`src/hw/tcr_pkg.sv`:
```
// constants, field layouts and carrier types of the transceiver config ram
// assumes a single 250 MHz core clock; serial pins arrive asynchronously
package tcr_pkg;

    localparam int unsigned DATA_W    = 8;
    localparam int unsigned BUF_DEPTH = 16;
    localparam int unsigned BUF_AW    = 4;
    localparam int unsigned CTRL_NUM  = 6;
    localparam int unsigned ADDR_W    = 5;
    localparam int unsigned CNT_W     = 5;
    localparam int unsigned BTN_NUM   = 5;

    // serial addresses
    localparam logic [ADDR_W-1:0] ADR_CTRL_ONE   = 5'h00;
    localparam logic [ADDR_W-1:0] ADR_CTRL_TWO   = 5'h01;
    localparam logic [ADDR_W-1:0] ADR_CTRL_THREE = 5'h02;
    localparam logic [ADDR_W-1:0] ADR_CTRL_FOUR  = 5'h03;
    localparam logic [ADDR_W-1:0] ADR_CTRL_FIVE  = 5'h04;
    localparam logic [ADDR_W-1:0] ADR_CTRL_SIX   = 5'h05;
    localparam logic [ADDR_W-1:0] ADR_STATUS     = 5'h08;
    localparam logic [ADDR_W-1:0] ADR_BUF_BASE   = 5'h10;
    localparam int unsigned       ADR_BUF_BIT    = 4;

    // command byte: read flag and address field
    localparam int unsigned       CMD_RD_BIT     = 7;
    localparam logic [CNT_W-1:0]  BIT_CMD_END    = 5'h08;
    localparam logic [CNT_W-1:0]  BIT_FRAME_END  = 5'h10;

    // receive interrupt threshold codes and byte counts
    localparam logic [1:0]        IRQ_SEL_4      = 2'h0;
    localparam logic [1:0]        IRQ_SEL_8      = 2'h1;
    localparam logic [1:0]        IRQ_SEL_12     = 2'h2;
    localparam logic [1:0]        IRQ_SEL_ERR    = 2'h3;
    localparam logic [CNT_W-1:0]  IRQ_CNT_4      = 5'h04;
    localparam logic [CNT_W-1:0]  IRQ_CNT_8      = 5'h08;
    localparam logic [CNT_W-1:0]  IRQ_CNT_12     = 5'h0c;
    localparam logic [CNT_W-1:0]  RX_CNT_FULL    = 5'h10;

    // control register defaults and writable bits
    localparam logic [DATA_W-1:0] CTRL_ONE_RST   = 8'h80;
    localparam logic [DATA_W-1:0] CTRL_OTHER_RST = 8'h00;
    localparam logic [DATA_W-1:0] CTRL_ONE_WMASK = 8'hf7;
    localparam logic [DATA_W-1:0] CTRL_THR_WMASK = 8'h0f;
    localparam logic [DATA_W-1:0] CTRL_ALL_WMASK = 8'hff;

    // status register layout
    localparam int unsigned       ST_BTN_LSB     = 3;
    localparam int unsigned       ST_PWR_BIT     = 2;
    localparam int unsigned       ST_LOWBAT_BIT  = 1;
    localparam int unsigned       ST_AUX_BIT     = 0;

    typedef struct packed {
        logic       cs_n;
        logic       sck;
        logic       sdi;
    } tcr_spi_s;

    // first field is control_six, last is control_one
    typedef struct packed {
        logic [1:0] rate_range;
        logic [5:0] upper_period_limit;
        logic [1:0] bit_check_count;
        logic [5:0] lower_period_limit;
        logic       keying_select;
        logic [4:0] sleep_time;
        logic       sleep_extension;
        logic       limit_extension;
        logic [3:0] unused_three;
        logic [1:0] freq_word_hi;
        logic       supply_out_enable;
        logic       clock_out_enable;
        logic [6:0] freq_word_lo;
        logic       polling_mode;
        logic [1:0] irq_level_sel;
        logic       analog_supply_enable;
        logic       freq_band_select;
        logic       unused_one;
        logic [1:0] op_mode;
        logic       transmit_mode;
    } tcr_cfg_s;

endpackage : tcr_pkg

```
`src/hw/tcr_config_ram.sv`:
```
// transceiver configuration ram: data buffer, control and status registers
// reached over the 4-wire serial port; receiver logic shares the core clock
`timescale 1ns/100ps
module tcr_config_ram (
    input  wire logic                      clk_i,
    input  wire logic                      arst_n_i,
    input  wire tcr_pkg::tcr_spi_s         spi_i,
    output logic                           sdo_o,
    output logic                           sdo_oe_o,
    input  wire logic                      power_up_pin_i,
    input  wire logic [tcr_pkg::BTN_NUM-1:0] push_button_n_i,
    input  wire logic                      supply_low_i,
    input  wire logic                      aux_switched_i,
    input  wire logic                      aux_turn_on_i,
    input  wire logic                      supply_off_i,
    input  wire logic                      rx_mode_i,
    input  wire logic                      rx_byte_valid_i,
    input  wire logic [tcr_pkg::DATA_W-1:0] rx_byte_i,
    input  wire logic                      rx_error_i,
    input  wire logic [tcr_pkg::BUF_AW-1:0] buf_rd_addr_i,
    output logic      [tcr_pkg::DATA_W-1:0] buf_rd_data_o,
    output tcr_pkg::tcr_cfg_s              cfg_o,
    output logic                           powered_o,
    output logic                           irq_o
);
    import tcr_pkg::*;

    // eight single-bit pins plus the buttons; edge pins keep a third stage
    localparam int unsigned SYNC_W = BTN_NUM + 8;
    localparam int unsigned EDGE_W = BTN_NUM + 3;

    logic [SYNC_W-1:0] pins_async;
    logic [SYNC_W-1:0] pins_idle;
    logic [SYNC_W-1:0] pins_s;
    logic [EDGE_W-1:0] pins_q_reg;

    logic               cs_n_s;
    logic               sck_s;
    logic               sdi_s;
    logic               pwr_s;
    logic [BTN_NUM-1:0] btn_n_s;
    logic               low_s;
    logic               auxsw_s;
    logic               auxon_s;
    logic               off_s;
    logic               sck_q;
    logic               pwr_q;
    logic [BTN_NUM-1:0] btn_n_q;
    logic               auxon_q;

    assign pins_async = {spi_i.cs_n, spi_i.sck, spi_i.sdi, power_up_pin_i,
                         push_button_n_i, supply_low_i, aux_switched_i,
                         aux_turn_on_i, supply_off_i};
    // idle levels: deselected, buttons released, supply present
    assign pins_idle  = {1'b1, 1'b0, 1'b0, 1'b0, {BTN_NUM{1'b1}},
                         1'b0, 1'b0, 1'b0, 1'b0};

    tcr_sync #(
        .WIDTH     (SYNC_W)
    ) u_sync (
        .clk_i     (clk_i),
        .arst_n_i  (arst_n_i),
        .async_i   (pins_async),
        .rst_val_i (pins_idle),
        .sync_o    (pins_s)
    );

    assign {cs_n_s, sck_s, sdi_s, pwr_s, btn_n_s, low_s, auxsw_s,
            auxon_s, off_s} = pins_s;
    assign {sck_q, pwr_q, btn_n_q, auxon_q} = pins_q_reg;

    logic sck_rise;
    logic sck_fall;
    logic turn_on_evt;

    assign sck_rise    = sck_s & ~sck_q & ~cs_n_s;
    assign sck_fall    = ~sck_s & sck_q & ~cs_n_s;
    assign turn_on_evt = (pwr_s & ~pwr_q) | (|(~btn_n_s & btn_n_q)) |
                         (auxon_s & ~auxon_q);

    // state
    logic                            powered_reg,  powered_next;
    logic [CNT_W-1:0]                bit_cnt_reg,  bit_cnt_next;
    logic [DATA_W-1:0]               shift_reg,    shift_next;
    logic [DATA_W-1:0]               cmd_reg,      cmd_next;
    logic [DATA_W-1:0]               out_reg,      out_next;
    logic [CTRL_NUM-1:0][DATA_W-1:0] ctrl_reg,     ctrl_next;
    logic                            low_batt_reg, low_batt_next;
    logic                            aux_flag_reg, aux_flag_next;
    logic                            rx_err_reg,   rx_err_next;
    logic [CNT_W-1:0]                rx_cnt_reg,   rx_cnt_next;
    logic                            irq_reg,      irq_next;
    logic [DATA_W-1:0]               rd_data_reg,  rd_data_next;

    logic [DATA_W-1:0] buf_mem [BUF_DEPTH];
    logic              buf_we;
    logic [BUF_AW-1:0] buf_waddr;
    logic [DATA_W-1:0] buf_wdata;

    logic [DATA_W-1:0] status_byte;
    logic [DATA_W-1:0] rd_mux;
    logic [ADDR_W-1:0] cur_addr;
    logic [ADDR_W-1:0] cmd_addr;
    logic [DATA_W-1:0] wr_byte;
    logic              host_wr;
    logic              status_rd_done;
    logic              rx_wr;
    tcr_cfg_s          cfg;
    logic [CNT_W-1:0]  irq_thr;

    assign cfg = tcr_cfg_s'({ctrl_reg[5], ctrl_reg[4], ctrl_reg[3],
                             ctrl_reg[2], ctrl_reg[1], ctrl_reg[0]});

    // status is assembled live, never stored in the ram
    assign status_byte = {~btn_n_s, pwr_s, low_batt_reg,
                          aux_flag_reg};

    // read address: the command byte as its last bit arrives; taken from
    // wr_byte so the read mux does not feed back into the framing process
    assign cur_addr = wr_byte[ADDR_W-1:0];
    assign cmd_addr = cmd_reg[ADDR_W-1:0];
    assign wr_byte  = {shift_reg[DATA_W-2:0], sdi_s};

    always_comb begin
        rd_mux = '0;
        if (cur_addr <= ADR_CTRL_SIX) begin
            rd_mux = ctrl_reg[cur_addr[2:0]];
        end else if (cur_addr == ADR_STATUS) begin
            rd_mux = status_byte;
        end else if (cur_addr[ADR_BUF_BIT]) begin
            rd_mux = buf_mem[cur_addr[BUF_AW-1:0]];
        end
    end

    // serial framing: command byte then one data byte, msb first,
    // sampled on sck rising, sdo shifted on sck falling
    always_comb begin
        bit_cnt_next   = bit_cnt_reg;
        shift_next     = shift_reg;
        cmd_next       = cmd_reg;
        out_next       = out_reg;
        host_wr        = 1'b0;
        status_rd_done = 1'b0;
        if (cs_n_s || !powered_reg) begin
            bit_cnt_next = '0;
            out_next     = '0;
        end else if (sck_rise && bit_cnt_reg < BIT_FRAME_END) begin
            shift_next   = wr_byte;
            bit_cnt_next = bit_cnt_reg + 5'h01;
            if (bit_cnt_next == BIT_CMD_END) begin
                cmd_next = wr_byte;
                if (wr_byte[CMD_RD_BIT]) begin
                    out_next = rd_mux;
                end
            end else if (bit_cnt_next == BIT_FRAME_END) begin
                host_wr        = ~cmd_reg[CMD_RD_BIT];
                status_rd_done = cmd_reg[CMD_RD_BIT] &
                                 (cmd_addr == ADR_STATUS);
            end
        end else if (sck_fall && bit_cnt_reg > BIT_CMD_END) begin
            out_next = {out_reg[DATA_W-2:0], 1'b0};
        end
    end

    // control registers, reserved bits held at zero
    always_comb begin
        ctrl_next = ctrl_reg;
        if (off_s || (!powered_reg && turn_on_evt)) begin
            ctrl_next[0] = CTRL_ONE_RST;
            for (int i = 1; i < CTRL_NUM; i++) begin
                ctrl_next[i] = CTRL_OTHER_RST;
            end
        end else if (host_wr) begin
            if (cmd_addr == ADR_CTRL_ONE) begin
                ctrl_next[0] = wr_byte & CTRL_ONE_WMASK;
            end else if (cmd_addr == ADR_CTRL_TWO) begin
                ctrl_next[1] = wr_byte & CTRL_ALL_WMASK;
            end else if (cmd_addr == ADR_CTRL_THREE) begin
                ctrl_next[2] = wr_byte & CTRL_THR_WMASK;
            end else if (cmd_addr == ADR_CTRL_FOUR) begin
                ctrl_next[3] = wr_byte & CTRL_ALL_WMASK;
            end else if (cmd_addr == ADR_CTRL_FIVE) begin
                ctrl_next[4] = wr_byte & CTRL_ALL_WMASK;
            end else if (cmd_addr == ADR_CTRL_SIX) begin
                ctrl_next[5] = wr_byte & CTRL_ALL_WMASK;
            end
        end
    end

    // power state and status flags
    always_comb begin
        powered_next  = powered_reg;
        low_batt_next = low_batt_reg;
        aux_flag_next = auxsw_s;
        if (off_s) begin
            powered_next  = 1'b0;
            low_batt_next = 1'b0;
            aux_flag_next = 1'b0;
        end else begin
            if (!powered_reg && turn_on_evt) begin
                powered_next = 1'b1;
            end
            // a new low reading wins over a clearing read
            if (low_s) begin
                low_batt_next = 1'b1;
            end else if (status_rd_done) begin
                low_batt_next = 1'b0;
            end
        end
    end

    // receive byte counting and the buffer write port
    assign rx_wr = rx_mode_i & rx_byte_valid_i & powered_reg &
                   (rx_cnt_reg < RX_CNT_FULL);

    always_comb begin
        rx_cnt_next = rx_cnt_reg;
        rx_err_next = rx_err_reg;
        if (off_s || !rx_mode_i) begin
            rx_cnt_next = '0;
            rx_err_next = 1'b0;
        end else begin
            if (rx_wr) begin
                rx_cnt_next = rx_cnt_reg + 5'h01;
            end
            if (rx_error_i) begin
                rx_err_next = 1'b1;
            end
        end
    end

    // receiver owns the buffer while it writes; a colliding host write
    // is dropped since the host should not fill the buffer in receive
    always_comb begin
        buf_we    = 1'b0;
        buf_waddr = '0;
        buf_wdata = '0;
        if (rx_wr) begin
            buf_we    = 1'b1;
            buf_waddr = rx_cnt_reg[BUF_AW-1:0];
            buf_wdata = rx_byte_i;
        end else if (host_wr && cmd_addr[ADR_BUF_BIT]) begin
            buf_we    = 1'b1;
            buf_waddr = cmd_addr[BUF_AW-1:0];
            buf_wdata = wr_byte;
        end
    end

    // receive interrupt level
    always_comb begin
        case (cfg.irq_level_sel)
            IRQ_SEL_4:  irq_thr = IRQ_CNT_4;
            IRQ_SEL_8:  irq_thr = IRQ_CNT_8;
            IRQ_SEL_12: irq_thr = IRQ_CNT_12;
            default:    irq_thr = IRQ_CNT_12;
        endcase
        irq_next = rx_mode_i & powered_reg &
                   (rx_err_next |
                    ((cfg.irq_level_sel != IRQ_SEL_ERR) &
                     (rx_cnt_next >= irq_thr)));
        rd_data_next = buf_mem[buf_rd_addr_i];
    end

    always_ff @(posedge clk_i or negedge arst_n_i) begin
        if (!arst_n_i) begin
            pins_q_reg   <= '0;
            powered_reg  <= 1'b1;
            bit_cnt_reg  <= '0;
            shift_reg    <= '0;
            cmd_reg      <= '0;
            out_reg      <= '0;
            ctrl_reg[0]  <= CTRL_ONE_RST;
            for (int i = 1; i < CTRL_NUM; i++) begin
                ctrl_reg[i] <= CTRL_OTHER_RST;
            end
            low_batt_reg <= 1'b0;
            aux_flag_reg <= 1'b0;
            rx_err_reg   <= 1'b0;
            rx_cnt_reg   <= '0;
            irq_reg      <= 1'b0;
            rd_data_reg  <= '0;
        end else begin
            pins_q_reg   <= {sck_s, pwr_s, btn_n_s, auxon_s};
            powered_reg  <= powered_next;
            bit_cnt_reg  <= bit_cnt_next;
            shift_reg    <= shift_next;
            cmd_reg      <= cmd_next;
            out_reg      <= out_next;
            ctrl_reg     <= ctrl_next;
            low_batt_reg <= low_batt_next;
            aux_flag_reg <= aux_flag_next;
            rx_err_reg   <= rx_err_next;
            rx_cnt_reg   <= rx_cnt_next;
            irq_reg      <= irq_next;
            rd_data_reg  <= rd_data_next;
        end
    end

    // buffer has no reset; loss of supply wipes it to zero
    always_ff @(posedge clk_i) begin
        if (off_s) begin
            for (int i = 0; i < BUF_DEPTH; i++) begin
                buf_mem[i] <= '0;
            end
        end else if (buf_we) begin
            buf_mem[buf_waddr] <= buf_wdata;
        end
    end

    logic sdo_oe;
    assign sdo_oe = ~cs_n_s & powered_reg & cmd_reg[CMD_RD_BIT] &
                    (bit_cnt_reg >= BIT_CMD_END);

    assign sdo_o         = out_reg[DATA_W-1];
    assign sdo_oe_o      = sdo_oe;
    assign buf_rd_data_o = rd_data_reg;
    assign cfg_o         = cfg;
    assign powered_o     = powered_reg;
    assign irq_o         = irq_reg;

endmodule : tcr_config_ram

```
`src/hw/tcr_sync.sv`:
```
// two flip-flop synchroniser for a bundle of asynchronous levels
// assumes each bit changes slowly compared with the core clock
`timescale 1ns/100ps
module tcr_sync #(
    parameter int unsigned WIDTH = 1
) (
    input  wire logic             clk_i,
    input  wire logic             arst_n_i,
    input  wire logic [WIDTH-1:0] async_i,
    input  wire logic [WIDTH-1:0] rst_val_i,
    output logic      [WIDTH-1:0] sync_o
);
    logic [WIDTH-1:0] meta_reg;
    logic [WIDTH-1:0] sync_reg;
    logic [WIDTH-1:0] meta_next;
    logic [WIDTH-1:0] sync_next;
    logic             seeded_reg;
    logic             seeded_next;

    // reset value is a constant; the idle level is loaded after release
    always_comb begin
        meta_next   = async_i;
        sync_next   = seeded_reg ? meta_reg : rst_val_i;
        seeded_next = 1'b1;
    end

    always_ff @(posedge clk_i or negedge arst_n_i) begin
        if (!arst_n_i) begin
            meta_reg   <= '0;
            sync_reg   <= '0;
            seeded_reg <= 1'b0;
        end else begin
            meta_reg   <= meta_next;
            sync_reg   <= sync_next;
            seeded_reg <= seeded_next;
        end
    end

    assign sync_o = sync_reg;

endmodule : tcr_sync

```
`config.mk`:
```
export PLATFORM = sky130hd
export DESIGN_NAME = tcr_config_ram
export DESIGN_NICKNAME = d
export VERILOG_FILES = /design/src/hw/tcr_pkg.sv /design/src/hw/tcr_config_ram.sv /design/src/hw/tcr_sync.sv
export SDC_FILE = /design/constraint.sdc
export NUM_CORES = 1
export LEC_CHECK = 0
export BUFFER_PORTS_ARGS = -buffer_cell sky130_fd_sc_hd__buf_2
export CAP_MARGIN = 20
export CORE_UTILIZATION = 60
export CTS_CLUSTER_SIZE = 28
export DETAILED_ROUTE_END_ITERATION = 8
export HOLD_SLACK_MARGIN = 0.08
export PLACE_DENSITY = 0.85
export SLEW_MARGIN = 20
export SYNTH_ARGS = -nofsm -noshare
export SYNTH_HDL_FRONTEND = slang
export SYNTH_SLANG_ARGS = --single-unit
```
`constraint.sdc`:
```
create_clock -name clk_i -period 2.8 [get_ports clk_i]
set_input_delay 0.84 -clock clk_i [delete_from_list [all_inputs] [get_ports clk_i]]
set_output_delay 0.84 -clock clk_i [all_outputs]
set_load 0.03 [all_outputs]
```
==> results of run 1 <==
-- routing by layer --
layer	GRT usage, %	routed length, microns	part of all wire, %	vias up
met1	42.4	12400	36	4622
met2	54.3	16700	48	694
li1	-	-	-	4005
met3	7.34	3900	11	148
met4	15.8	1760	5.1	0
met5	0	0	0	-
-- placed cells by master (no fill, tap or decap), types with 22 or more instances in the layout --
cell type	instances
nor2_1	165
edfxtp_1	128
mux2i_1	96
o21ai_0	27
a21oi_1	22
mux4_2	51
nand2_1	50
nor3_1	42
dfrtp_1	119
buf_2	83
buf_4	59
clkbuf_16	29
-- logic make-up (layout without fill, tap and decap cells) --
| family | count (synthesis) | in the layout | share of synthesized area [%] |
|---|---|---|---|
| adder cells (fa/ha/maj) | 6 | 6 | 0.599 |
| AO/OA/AOI/OAI | 142 | 142 | 7.79 |
| other | 2 | 7 | 0.0599 |
| buffers and inverters | 99 | 228 | 3.88 |
| multiplexers | 168 | 168 | 18.7 |
| XOR/XNOR | 4 | 4 | 0.280 |
| flip-flops | 250 | 250 | 55.1 |
| AND/OR/NAND/NOR | 352 | 352 | 13.6 |
-- layout make-up --
class	count	area [sq um]
flip-flops and latches	250	6900
fillers	1265	5690
multi-input cells	678	5170
repair buffers	161	1240
clock buffers	39	813
well taps	270	338
clock inverters	10	145
inverters	18	67.6
diodes	1	2.50
-- power breakdown --
part	internal (mW)	switching, mW
clock	2.30	1.46
sequential	3.99	0.109
combinational	0.397	0.623
total	6.69	2.19
-- path summary, 6_finish.rpt --
path	end	slack, ps	depth (start not counted)
max	buf_mem[5][1]	120	7
min	u_sync.sync_o[11]	210	1
max reg2reg	buf_mem[5][1]	120	7
min reg2reg	pins_q_reg[6]	380	0
max in group asynchronous	buf_rd_data_o[5]	1990	2
min in group clk_i	pins_q_reg[6]	380	0
-- worst register-to-register path, cell delays in order, from the launching register on --
cell	delay [ps]
dfrtp_1	430
ha_1	230
and4_2	350
nand4_4	160
or4b_1	560
o22ai_1	290
a21o_1	230
buf_12	140
-- repair_timing --
item,CTS,global route
setup endpoints to repair,0,48
hold buffers,0,0
gates resized for setup,0,2
==> results.ini, run 1 <==
[floorplanning]
die_area_sq_mm=0.0215
die_w_microns=147
start_util_pct=61.5
die_h_microns=147
io_pins=90
std_cell_rows=52
fp.coreArea_sq_mm=0.0204

[run]
max_cap_viol_count=0

[finish]
fin_cells=1427
final_util_pct=72.1
top_register=buf_mem
drive_gt1_share_pct=26.5
final_nets=1172
syn_to_final_growth_pct=17.1
largest_reg_flops=128
postLayoutCellArea_sq_mm=0.0147

[timing]
max_slew.worst_pin.slew_ps=671
maxSlewHeadroom_pct=55.1
setup_violations=0
hold_violations=0
max_clock_freq_mhz=374
min_period_over_period_pct=95.6
min_period_ps=2680
worst_slack_ps=124
drv_slew=0
holdWs_ps=207
tns_ps=0
clock_skew_ps=22.0
rsz0062_at_grt=false

[critical_path]
critical_path.max_fanout=8
critPathKind=flop to flop
worst_ep_arrival_time_ps=2920
slowest_stage=or4b_1
crit_family=simple AND/OR/NAND/NOR gates
r2r-start=bit_cnt_reg[1]
slowest_delay_ps=560
startpoint=bit_cnt_reg[1]
path_cells=ha_1, and4_2, nand4_4, or4b_1, o22ai_1, a21o_1, buf_12
critPathBufInv=1
crit_required_ps=3040
endpoint_kind=flop
start_kind=flop

[placed_design]
place_ws_ps=20.5
io_buffers=84
place_inst=1377
place.detailed.hpwl_mm=24.1
place_congestion=1.02
place_area_sq_mm=0.0137

[drt]
dr_total_vias=9469
drt_wl_total_mm=34.7
drt_iter0_markers=1297
wl_per_cell_microns=24.3
drtAntennaViolNets=0
vias_per_cell=6.64
firstDrtPassIters=6
route.detailed.drc=0

[clocking]
cts_buffers=27
clock_latency_ps=540
cts_setup_buffers=0
cts.sinks=250
cts_root_buffer=clkbuf_16
cts_tree=built
clk_path_buf_depth=3
clkTransAtPathRegs_ps=60
cts.htree.levels=1

[logic_synthesis]
yosys-top-cells-count=nor2_1, edfxtp_1, dfrtp_1, mux2i_1, mux4_2
synth_top_area_cell=edfxtp_1
seq_area_frac_synth_pct=55.1
yosys_register_bits=250
avgSynthCellArea_sq_um=12.2
synth.most_common_cell=nor2_1
async_reset_ff_share_pct=48.8
syn_inst=1023
ys_warn_count=0
yosysUniqueCellTypes=69
ys_top_cells_by_area=edfxtp_1, dfrtp_1, mux4_2
synth_top_area_share_pct=30.7
synth_ff_type=edfxtp_1
syn_area_sq_mm=0.0125
synth_edf_count=128

[grt]
grt_max_degree=51
antenna_found_initial=1
grt_pass1_vias=9412
grt_overflow=0
grt_pass1_wl_mm=53.6
track_usage_pct=33.2

[status]
status=finished clean

[power_and_ir_drop]
leakage_nw=5.89
vdd_ir_drop_max_mv=0.551
powerDensity_mw_per_mm2=605
finalPower_mw=8.88

[hold_path]
hp-class=input pin to asynchronous set/reset pin

(Power assumes the default switching activity.)
==> inputs of run 2 (changes only) <==
--- a/config.mk
+++ b/config.mk
@@ -7,11 +7,13 @@
 export LEC_CHECK = 0
 export BUFFER_PORTS_ARGS = -buffer_cell sky130_fd_sc_hd__buf_2
 export CAP_MARGIN = 20
-export CORE_UTILIZATION = 60
+export CELL_PAD_IN_SITES_DETAIL_PLACEMENT = 2
+export CELL_PAD_IN_SITES_GLOBAL_PLACEMENT = 2
+export CORE_UTILIZATION = 42
 export CTS_CLUSTER_SIZE = 28
 export DETAILED_ROUTE_END_ITERATION = 8
 export HOLD_SLACK_MARGIN = 0.08
-export PLACE_DENSITY = 0.85
+export PLACE_DENSITY = 0.86
 export SLEW_MARGIN = 20
 export SYNTH_ARGS = -nofsm -noshare
 export SYNTH_HDL_FRONTEND = slang
==> run 2 against run 1 <==
Worst setup slack got worse by 170 ps. Global-route usage increased by 4.7 points. Sequential share of layout area decreased by 1.3 points. Critical endpoint is now buf_mem[9][2]. First-iteration DRC count decreased by 12%. Routed wire length increased by 66%. The run now ends with setup timing left. Sequential cell count unchanged. Final area increased by 2.8%. Worst hold slack improved by 64 ps.
==> results.ini, run 2 (same netlist as run 1, synthesis figures left out) <==
[status]
status=finished with violations
violations=setup timing

[drt]
firstDrtPassIters=5
drtAntennaViolNets=0
drt_wl_total_mm=57.6
dr_total_vias=10600
wl_per_cell_microns=36.3
drt_iter0_markers=1146
route.detailed.drc=0
vias_per_cell=6.65

[finish]
drive_gt1_share_pct=29.0
seq_area_sq_mm=0.00691
multi_input_area_sq_mm=0.00518
postLayoutCellArea_sq_mm=0.0151
layout_commonest_cell=nor2_1
top_register=buf_mem
largest_reg_flops=128
final_nets=1211
final_cell_mix=nor2_1, edfxtp_1, dfrtp_1
fin_cells=1587
syn_to_final_growth_pct=20.4
fillers=2775

[placed_design]
io_buffers=84
place.detailed.hpwl_mm=35.7
place_congestion=0.866
place_inst=1521
place_area_sq_mm=0.0141

[grt]
grt_pass1_wl_mm=83.3
grt_overflow=0
antenna_found_initial=7
track_usage_pct=37.9
grt_pass1_vias=11400
grt_max_degree=47

[power_and_ir_drop]
leakage_nw=6.05
vdd_ir_drop_max_mv=0.543
powerDensity_mw_per_mm2=605
finalPower_mw=9.12

[critical_path]
crit_required_ps=3170
start_kind=flop
critPathKind=flop to flop
worst_ep_arrival_time_ps=3220
endpoint_kind=flop
critical_path.max_fanout=16

[clocking]
cts.htree.levels=1
clk_path_buf_depth=3
hold_buffers=0
cts_buffers=29
clkTransAtPathRegs_ps=70
cts_tree=built
cts.sinks=250
clock_latency_ps=580
cts_root_buffer=clkbuf_16

[floorplanning]
die_area_sq_mm=0.0305
std_cell_rows=62
die_h_microns=175
fp.coreArea_sq_mm=0.0290
start_util_pct=43.2
io_pins=90
die_w_microns=175

[timing]
max_clock_freq_mhz=352
clock_skew_ps=20.3
maxSlewHeadroom_pct=36.7
min_period_over_period_pct=102
hold_violations=0
worst_slack_ps=-43.8
drv_slew=0
setup_violations=18
min_period_ps=2840
max_slew.worst_pin.slew_ps=949

[hold_path]
hp-class=input pin to asynchronous set/reset pin

[run]
max_cap_viol_count=0

## run 2: final timing paths
check                      slack, ps  cells past startpoint        startpoint            endpoint
setup / recovery                 -40                      7         powered_o       buf_mem[9][2]
hold / removal                   270                      1          arst_n_i        shift_reg[1]
setup reg to reg                 -40                      7         powered_o       buf_mem[9][2]
hold reg to reg                  380                      0  u_sync.sync_o[1]       pins_q_reg[0]
max in group asynchronous       1800                      2          arst_n_i            cfg_o[7]
min in group clk_i               370                      1     aux_turn_on_i  u_sync.meta_reg[1]
## run 2: where the power goes
part           total (mW)  internal, mW  switching [mW]
Sequential           4.12          3.99           0.129
Clock                3.79          2.03            1.76
Combinational        1.21         0.424           0.791
## run 2: cell type report
class                      instances  share of cell area, %
sequential                       250                   45.8
multi-input combinational        678                   34.4
timing repair buffer             198                   10.3
clock buffer                      40                   5.15
tap                              384                   3.19
clock inverter                    14                  0.647
inverter                          18                  0.448
antenna                            5                 0.0830
## run 2: metal layers
layer	wire length (microns)	part of all wire, %	vias to the layer above	track usage [%]
met2	27600	48	718	62.1
met1	21400	37	5530	47.8
met5	22	0.038	-	0
met4	3370	5.8	4	18.6
li1	-	-	4079	-
met3	5210	9.0	228	7.83
## run 2: worst max-delay path, cell delays in order (launching register included)
cell     delay [ps]
dfstp_2         680
and3b_1         490
nand4_1         320
buf_4           240
nor2_1          220
a22oi_1         150
buf_4           250
nor3_1          300
## run 2: stage by stage
step / utilization, % / setup TNS (ps) / setup slack [ps] / hold slack (ps)
floorplan: - / 0 / 109 / 354
global placement: 48.5 / 0 / 25.5 / 359
detailed placement: 48.5 / -2960 / -149 / 373
CTS: 51.7 / 0 / 11.7 / 296
global route: 52.0 / -651 / -82.1 / 310
finish: 52.0 / -166 / -43.8 / 271
## run 2: timing repair
item,CTS,global route
pin swaps,1,2
setup endpoints to repair,20,94
cloned,0,0
resized for setup,2,8
setup buffers,3,4
